`src/rtl/reset_res_pkg.sv`:
```
// Purpose: constants and carrier types for the hub reset resource handler
// Assumes: one long-message request at a time, presented as a one-cycle strobe
// Notes: resource name strings are held as 8 ASCII bytes, first character in the top byte
package reset_res_pkg;
   localparam logic [11:0] device_reset_id = 12'h100;
   localparam logic [11:0] plain_reset_id = 12'h210;
   localparam logic [11:0] factory_reset_id = 12'h218;
   localparam logic [6:0] qual_count = 7'h06;
   localparam int offset_sel_width = 7;
   // error codes: class byte then detail byte
   localparam logic [15:0] err_bad_offset = 16'h1340;
   localparam logic [15:0] err_no_direct_write = 16'h1441;
   localparam logic [15:0] err_no_indirect_read = 16'h1141;
   localparam logic [15:0] err_low_level = 16'h1241;
   localparam logic [15:0] err_bad_data = 16'h1441;
   localparam logic [3:0] factory_write_level = 4'h2;
   localparam logic [63:0] factory_reset_code_word = 64'h5245534554414c4c;
   // qualifiers of the plain reset resource
   localparam logic [63:0] plain_reset_resource_label = 64'h53485f5245534554;
   localparam logic [15:0] plain_size = 16'h0000;
   localparam logic [15:0] plain_read_level = 16'h000f;
   localparam logic [15:0] plain_write_level = 16'h0000;
   localparam logic [15:0] plain_time_overrun = 16'h00ff;
   localparam logic [15:0] plain_data_type = 16'h0001;
   // qualifiers of the factory reset resource
   localparam logic [63:0] factory_reset_resource_label = 64'h53485f4641435345;
   localparam logic [15:0] factory_size = 16'h0008;
   localparam logic [15:0] factory_read_level = 16'h000f;
   localparam logic [15:0] factory_write_level_q = 16'h0002;
   localparam logic [15:0] factory_time_overrun = 16'h00ff;
   localparam logic [15:0] factory_data_type = 16'h000b;

   typedef enum logic [1:0] {
      op_direct_read,
      op_direct_write,
      op_indirect_read,
      op_indirect_write
   } op_e;

   typedef struct packed {
      logic [11:0] resource_identifier;
      op_e op;
      logic [14:0] offset;
      logic [3:0] length;
      logic [3:0] access_level;
      logic [63:0] data;
   } request_s;

   typedef struct packed {
      logic valid;
      logic error;
      logic [15:0] error_code;
      logic [3:0] length;
      logic [63:0] data;
   } response_s;
endpackage

```
`src/rtl/reset_qualifier_rom.sv`:
```
// Purpose: qualifier lookup for the two reset resources
// Assumes: selector is the low offset bits of a direct read
// Notes: purely combinational; out-of-range selector flagged
`timescale 1ns/100ps
module reset_qualifier_rom (
   input wire logic factory,
   input wire logic [6:0] sel,
   output logic [63:0] value,
   output logic [3:0] length,
   output logic in_range
);
   logic [63:0] label;
   logic [15:0] size_q;
   logic [15:0] rd_lvl;
   logic [15:0] wr_lvl;
   logic [15:0] t_over;
   logic [15:0] d_type;

   // pick the resource's qualifier set
   assign label = factory ? reset_res_pkg::factory_reset_resource_label : reset_res_pkg::plain_reset_resource_label;
   assign size_q = factory ? reset_res_pkg::factory_size : reset_res_pkg::plain_size;
   assign rd_lvl = factory ? reset_res_pkg::factory_read_level : reset_res_pkg::plain_read_level;
   assign wr_lvl = factory ? reset_res_pkg::factory_write_level_q : reset_res_pkg::plain_write_level;
   assign t_over = factory ? reset_res_pkg::factory_time_overrun : reset_res_pkg::plain_time_overrun;
   assign d_type = factory ? reset_res_pkg::factory_data_type : reset_res_pkg::plain_data_type;
   assign in_range = sel < reset_res_pkg::qual_count;
   // name is 8 bytes, all others 2 bytes in the low word
   assign length = (sel == 7'h00) ? 4'h8 : 4'h2;
   assign value = (sel == 7'h00) ? label :
                  (sel == 7'h01) ? {48'h0, size_q} :
                  (sel == 7'h02) ? {48'h0, rd_lvl} :
                  (sel == 7'h03) ? {48'h0, wr_lvl} :
                  (sel == 7'h04) ? {48'h0, t_over} :
                  (sel == 7'h05) ? {48'h0, d_type} : 64'h0;
endmodule

```
`src/rtl/hub_reset_resource_handler.sv`:
```
// Purpose: serves the plain reset and factory reset resources of the sensor hub
// Assumes: req_valid is a one-cycle strobe with request fields stable in that cycle
// Notes: answers come one cycle after the strobe; reset pulses last one cycle
//
// What this block does
// - a device reset command 100h also pulses the hub reset
// - direct read selects qualifier 0..5 by low seven offset bits, else 13 40
// - direct write to either resource is refused with 14 41
// - indirect read of either resource is refused with 11 41
// - zero-length indirect write to plain reset starts a hub reset with no response data
// - plain reset indirect write ignores the offset entirely
// - factory reset restores input port parameters and error log to factory values
// - factory qualifiers: size 8, read 15, write 2, overrun 255, type 0Bh
// - eight-byte code word at level two or more resets, lower level gives 12 41
// - plain reset runs the power-on sequence, answered with an accepted zero-length response
`timescale 1ns/100ps
module hub_reset_resource_handler (
   input wire logic clk_sys,
   input wire logic rst,
   input wire logic req_valid,
   input wire reset_res_pkg::request_s req,
   output reset_res_pkg::response_s rsp,
   output logic hub_reset,
   output logic factory_restore
);
   // true when the request names the given resource
   function automatic logic id_is(input logic [11:0] id, input logic [11:0] ref_id);
      return id == ref_id;
   endfunction

   // true when the request carries the given transaction kind
   function automatic logic op_is(input reset_res_pkg::op_e op, input reset_res_pkg::op_e kind);
      return op == kind;
   endfunction

   // accepted answer carrying data, none for a trigger
   function automatic reset_res_pkg::response_s data_answer(input logic [3:0] len, input logic [63:0] value);
      reset_res_pkg::response_s a;
      a = '0;
      a.valid = 1'b1;
      a.length = len;
      a.data = value;
      return a;
   endfunction

   // refused answer carrying only the error code
   function automatic reset_res_pkg::response_s error_answer(input logic [15:0] code);
      reset_res_pkg::response_s a;
      a = '0;
      a.valid = 1'b1;
      a.error = 1'b1;
      a.error_code = code;
      return a;
   endfunction

   // request decode
   logic is_plain;
   logic is_factory;
   logic is_device_reset;
   logic served;
   logic is_direct_read;
   logic is_direct_write;
   logic is_indirect_read;
   logic is_indirect_write;

   // qualifier lookup
   logic [6:0] qual_sel;
   logic [63:0] qual_value;
   logic [3:0] qual_length;
   logic qual_in_range;

   // write checks
   logic plain_length_ok;
   logic factory_length_ok;
   logic word_match;
   logic code_match;
   logic level_ok;

   // actions taken this cycle
   logic do_plain;
   logic do_factory;
   logic do_device;
   logic next_hub_reset;
   logic next_factory_restore;

   // candidate answers, one per outcome
   reset_res_pkg::response_s idle_answer;
   reset_res_pkg::response_s qualifier_answer;
   reset_res_pkg::response_s bad_offset_answer;
   reset_res_pkg::response_s direct_write_answer;
   reset_res_pkg::response_s indirect_read_answer;
   reset_res_pkg::response_s done_answer;
   reset_res_pkg::response_s bad_data_answer;
   reset_res_pkg::response_s low_level_answer;

   // answers narrowed by transaction kind
   reset_res_pkg::response_s read_answer;
   reset_res_pkg::response_s plain_write_answer;
   reset_res_pkg::response_s factory_write_answer;
   reset_res_pkg::response_s write_answer;
   reset_res_pkg::response_s op_answer;
   reset_res_pkg::response_s next_rsp;

   // resource decode
   assign is_plain = id_is(req.resource_identifier, reset_res_pkg::plain_reset_id);
   assign is_factory = id_is(req.resource_identifier, reset_res_pkg::factory_reset_id);
   assign is_device_reset = id_is(req.resource_identifier, reset_res_pkg::device_reset_id);
   assign served = req_valid && (is_plain || is_factory);

   // transaction kind decode
   assign is_direct_read = op_is(req.op, reset_res_pkg::op_direct_read);
   assign is_direct_write = op_is(req.op, reset_res_pkg::op_direct_write);
   assign is_indirect_read = op_is(req.op, reset_res_pkg::op_indirect_read);
   assign is_indirect_write = op_is(req.op, reset_res_pkg::op_indirect_write);

   // low offset bits select, upper bits reserved
   assign qual_sel = req.offset[reset_res_pkg::offset_sel_width-1:0];
   reset_qualifier_rom qualifier_rom (
      .factory(is_factory),
      .sel(qual_sel),
      .value(qual_value),
      .length(qual_length),
      .in_range(qual_in_range)
   );

   assign plain_length_ok = req.length == 4'h0;

   assign factory_length_ok = req.length == 4'h8;
   assign word_match = req.data == reset_res_pkg::factory_reset_code_word;
   assign code_match = factory_length_ok && word_match;

   assign level_ok = req.access_level >= reset_res_pkg::factory_write_level;

   assign do_plain = served && is_plain && is_indirect_write && plain_length_ok;

   assign do_factory = served && is_factory && is_indirect_write && code_match && level_ok;

   assign do_device = req_valid && is_device_reset;

   // nothing shown outside an answer
   assign idle_answer = '0;

   assign qualifier_answer = data_answer(qual_length, qual_value);

   assign bad_offset_answer = error_answer(reset_res_pkg::err_bad_offset);

   assign direct_write_answer = error_answer(reset_res_pkg::err_no_direct_write);

   assign indirect_read_answer = error_answer(reset_res_pkg::err_no_indirect_read);

   assign done_answer = data_answer(4'h0, 64'h0);

   assign bad_data_answer = error_answer(reset_res_pkg::err_bad_data);

   assign low_level_answer = error_answer(reset_res_pkg::err_low_level);

   assign read_answer = qual_in_range ? qualifier_answer : bad_offset_answer;

   assign plain_write_answer = plain_length_ok ? done_answer : bad_data_answer;

   // data is checked before the level
   assign factory_write_answer = !code_match ? bad_data_answer :
                                 !level_ok ? low_level_answer : done_answer;

   // each resource keeps its own write outcome
   assign write_answer = is_plain ? plain_write_answer : factory_write_answer;

   // answer by transaction kind
   assign op_answer = is_direct_read ? read_answer :
                      is_direct_write ? direct_write_answer :
                      is_indirect_read ? indirect_read_answer : write_answer;

   // only the two served resources answer
   assign next_rsp = served ? op_answer : idle_answer;

   assign next_hub_reset = do_plain || do_device;

   assign next_factory_restore = do_factory;

   // registered answer, one cycle wide
   always_ff @(posedge clk_sys or posedge rst) begin
      if (rst) begin
         rsp <= '0;
      end else begin
         rsp <= next_rsp;
      end
   end

   // hub reset pulse, one cycle wide
   always_ff @(posedge clk_sys or posedge rst) begin
      if (rst) begin
         hub_reset <= 1'b0;
      end else begin
         hub_reset <= next_hub_reset;
      end
   end

   // factory restore pulse, one cycle wide
   always_ff @(posedge clk_sys or posedge rst) begin
      if (rst) begin
         factory_restore <= 1'b0;
      end else begin
         factory_restore <= next_factory_restore;
      end
   end
endmodule

```
`config.mk`:
```
export PLATFORM = sky130hd
export DESIGN_NAME = hub_reset_resource_handler
export DESIGN_NICKNAME = d
export VERILOG_FILES = /design/src/rtl/reset_res_pkg.sv /design/src/rtl/reset_qualifier_rom.sv /design/src/rtl/hub_reset_resource_handler.sv
export SDC_FILE = /design/constraint.sdc
export NUM_CORES = 1
export LEC_CHECK = 0
export BUFFER_PORTS_ARGS = -buffer_cell sky130_fd_sc_hd__buf_2
export CORE_AREA = 2 2 75 77
export CTS_BUF_LIST = sky130_fd_sc_hd__clkbuf_8
export CTS_CLUSTER_DIAMETER = 50
export DETAILED_ROUTE_END_ITERATION = 16
export DIE_AREA = 0 0 77 79
export PLACE_DENSITY_LB_ADDON = 0.12
export SLEW_MARGIN = 15
export SYNTH_ARGS = -nofsm -noshare
export SYNTH_HDL_FRONTEND = slang
export SYNTH_SLANG_ARGS = --single-unit
```
`constraint.sdc`:
```
create_clock -name clk_sys -period 1.5 [get_ports clk_sys]
set_input_delay 0.075 -clock clk_sys [delete_from_list [all_inputs] [get_ports clk_sys]]
set_output_delay 0.075 -clock clk_sys [all_outputs]
set_load 0.02 [all_outputs]
```
==> summary.txt <==
Status
  – Status: finished, violations left
  – Failing checks: negative setup slack

CTS
  – CTS Root Cell: clkbuf_8
  – CTS tree: done
  – CTS H-tree lvls: 1
  – Clock Sinks: 19
  – CTS clock-pin slew for the worst setup and hold paths: 0.06 ns
  – CTS buffer count: 3
  – Clock buffer depth: 2

Yosys
  – Number of synthesized flops with an enable pin: 0
  – Syn avg cell area: 9.16 um2
  – Yosys reg bits: 19
  – Yosys cell types: 38
  – Main synth FF type: dfrtp_1
  – Asr flop ratio synth: 1.00
  – Share of the synthesized area in the top cell type: 0.327
  – Synthesis Warnings: 0
  – Register area share after synthesis: 0.300
  – Cells after synthesis: 173
  – Synth top area cells: buf_4 33%, dfrtp_1 30%, nor4bb_1 4.4%
  – Post-synthesis cell area: 1590 um2
  – Cell taking the most area after synthesis: buf_4

Finish
  – Nets@finish: 413
  – Layout area overhead: 48.5%
  – FILL cells: 573
  – Sequential cell area: 475 um2
  – Area of the multi-input gates: 818 um2
  – Share of cells above drive strength 1: 0.630
  – Post-Layout Cell Count: between 300 and 400
  – Commonest non-fill, non-tap cell in the layout: buf_2
  – N_diodes: 0
  – Commonest cells after routing, fill and taps aside: 140 x buf_2, 40 x conb_1, 23 x buf_4

Global route
  – Total GRT Usage: 0.119
  – Total grt overflow: 0
  – Initial antenna violation count: 0
  – First-pass GRT wire length: 5780 um
  – Largest net degree at the start of global routing: 23
  – Vias in the first global route: 1,329

Setup path
  – CP most frequent cell: or3_4
  – Crit-path slowest cell: or4_4
  – Crit. End Element: register
  – CP Class: input port to register
  – Slowest stage delay, CP: 0.54 ns
  – CP required: 1.68 ns
  – Worst EP arrival: 1.76 ns
  – Startpoint types: input port
  – Critical-path maximum fanout: 3
  – CP cell instances: buf_6 -> or4_4 -> or2_1 -> or3_4 -> or3_4 -> a21oi_2

Timing
  – Final worst slack: -0.0773 ns
  – Final Setup Violations: 7
  – Final Hold Fails: 0
  – Pins Over Slew Limit: 0
  – RSZ-0062 raised after global routing: true
  – Min Tclk post-route: between 1.5 and 2 ns
  – Fmax: 0.634 GHz
  – Hold WS: between 0.1 and 0.15 ns
  – Fin crit share: 1.05

Place
  – Detailed placement HPWL: 3520 um
  – Gp weighted congestion: 0.858
  – Dpl cells: 375
  – IO Port Bufs: 142

Floorplanning
  – Initial Util: 0.297
  – Die Height: 79 um
  – Die area: 6080 um2
  – # rows: 27
  – Core Box Area: 5340 um2
  – Die X: 77 um
  – Top Ports: 192

Power
  – Maximum vdd drop: 0.271 mV
  – Leak pwr: 1.36 nW
  – PwrDens: roughly 490 nW/um2

Job
  – Max_cap viols: 0

Drt
  – Via density per instance: 4.05
  – Drt pass-1 iters: 4
  – WL final: 4010 um
  – DR iter-0 viols: between 50 and 60
  – Number of remaining DRC errors: 0
  – Post-DRT Antenna Nets: 0
  – DR WL/cell: 10.6 um
  – Total number of vias: approximately 1,500

Hold path
  – Hold Path Class: input port to register
-- power by group --
part | internal, mW | total (mW) | switching [mW]
Combinational | 0.134 | 0.312 | 0.178
Sequential | 0.512 | 0.512 | 0.0000144
Clock | 0.181 | 0.327 | 0.146
Total | 0.827 | 1.15 | 0.324
-- final cells by class --
cell class / instances / share of cell area
multi-input combinational: 114 / 0.348
timing repair buffer: 166 / 0.385
sequential: 19 / 0.202
inverter: 5 / 0.00797
tap: 72 / 0.0383
clock buffer: 3 / 0.0175
clock inverter: 1 / 0.00159
-- logic make-up after synthesis --
family	share of synthesized area
xor+xnor	0.00553
buf+inv	0.350
other cells	0.00237
flops	0.300
simple gates	0.265
compound gates	0.0766
-- flip-flops by register name (all words and copies together), names as in the netlist --
name,count
factory_restore,1
hub_reset,1
rsp,17
-- cell usage after synthesis (2+ instances only) --
cell,instances
dfrtp_1,19
nor3_1,4
clkbuf_1,4
a211oi_1,2
nand4_1,4
nand2_1,5
nand3_1,2
and4b_1,2
o21ai_0,2
a21oi_1,3
or3_1,2
a31oi_1,2
nor2_1,8
nor4b_1,5
buf_4,69
nor4bb_1,7
or4_4,3
nand3b_1,2
nor4_4,2
inv_1,5
nor4_1,4
-- per-stage QoR --
stage	power [mW]	setup WS (ns)	instance area (um2)	setup TNS [ns]	utilization
global route	1.22	-0.110	2350	-0.632	0.441
CTS	1.17	-0.0955	2340	-0.428	0.438
floorplan	0.757	-0.267	1770	-0.832	-
global placement	0.815	-0.377	2210	-4.59	0.414
finish	1.15	-0.0773	2350	-0.256	0.441
detailed placement	0.818	-0.397	2210	-4.81	0.414
-- path summary, 6_finish.rpt --
check	start	to	slack [ns]	cells after the start
max	req[100]	rsp[0]$_DFF_PP0_	-0.08	6
max in group asynchronous	rst	hub_reset$_DFF_PP0_	0.91	4
min	req[88]	rsp[78]$_DFF_PP0_	0.14	2
min in group asynchronous	rst	rsp[36]$_DFF_PP0_	0.39	4
-- worst max-delay path: cells and delay by family --
| family | cells | cell delay (ns) |
|---|---|---|
| AO/OA/AOI/OAI | 1 | 0.12 |
| buffers and inverters | 1 | 0.09 |
| AND/OR/NAND/NOR | 4 | 1.48 |
-- per-layer routing --
metal  up-vias  part of all wire  track usage
li1        769                 -            -
met1       659              0.35        0.125
met2       107              0.55        0.242
met3         4             0.090       0.0159
met4         0             0.010       0.0357
met5         -                 0            0
-- timing repair --
| item | in CTS | in global routing |
|---|---|---|
| pin swaps | 4 | 4 |
| setup buffers | 1 | 0 |
| hold buffers | 1 | 0 |
| cloned | 0 | 0 |
| hold endpoints to repair | 19 | 0 |
| setup endpoints to repair | 10 | 12 |
| resized for setup | 11 | 3 |
Note: power is estimated with default switching activity, not from simulation.
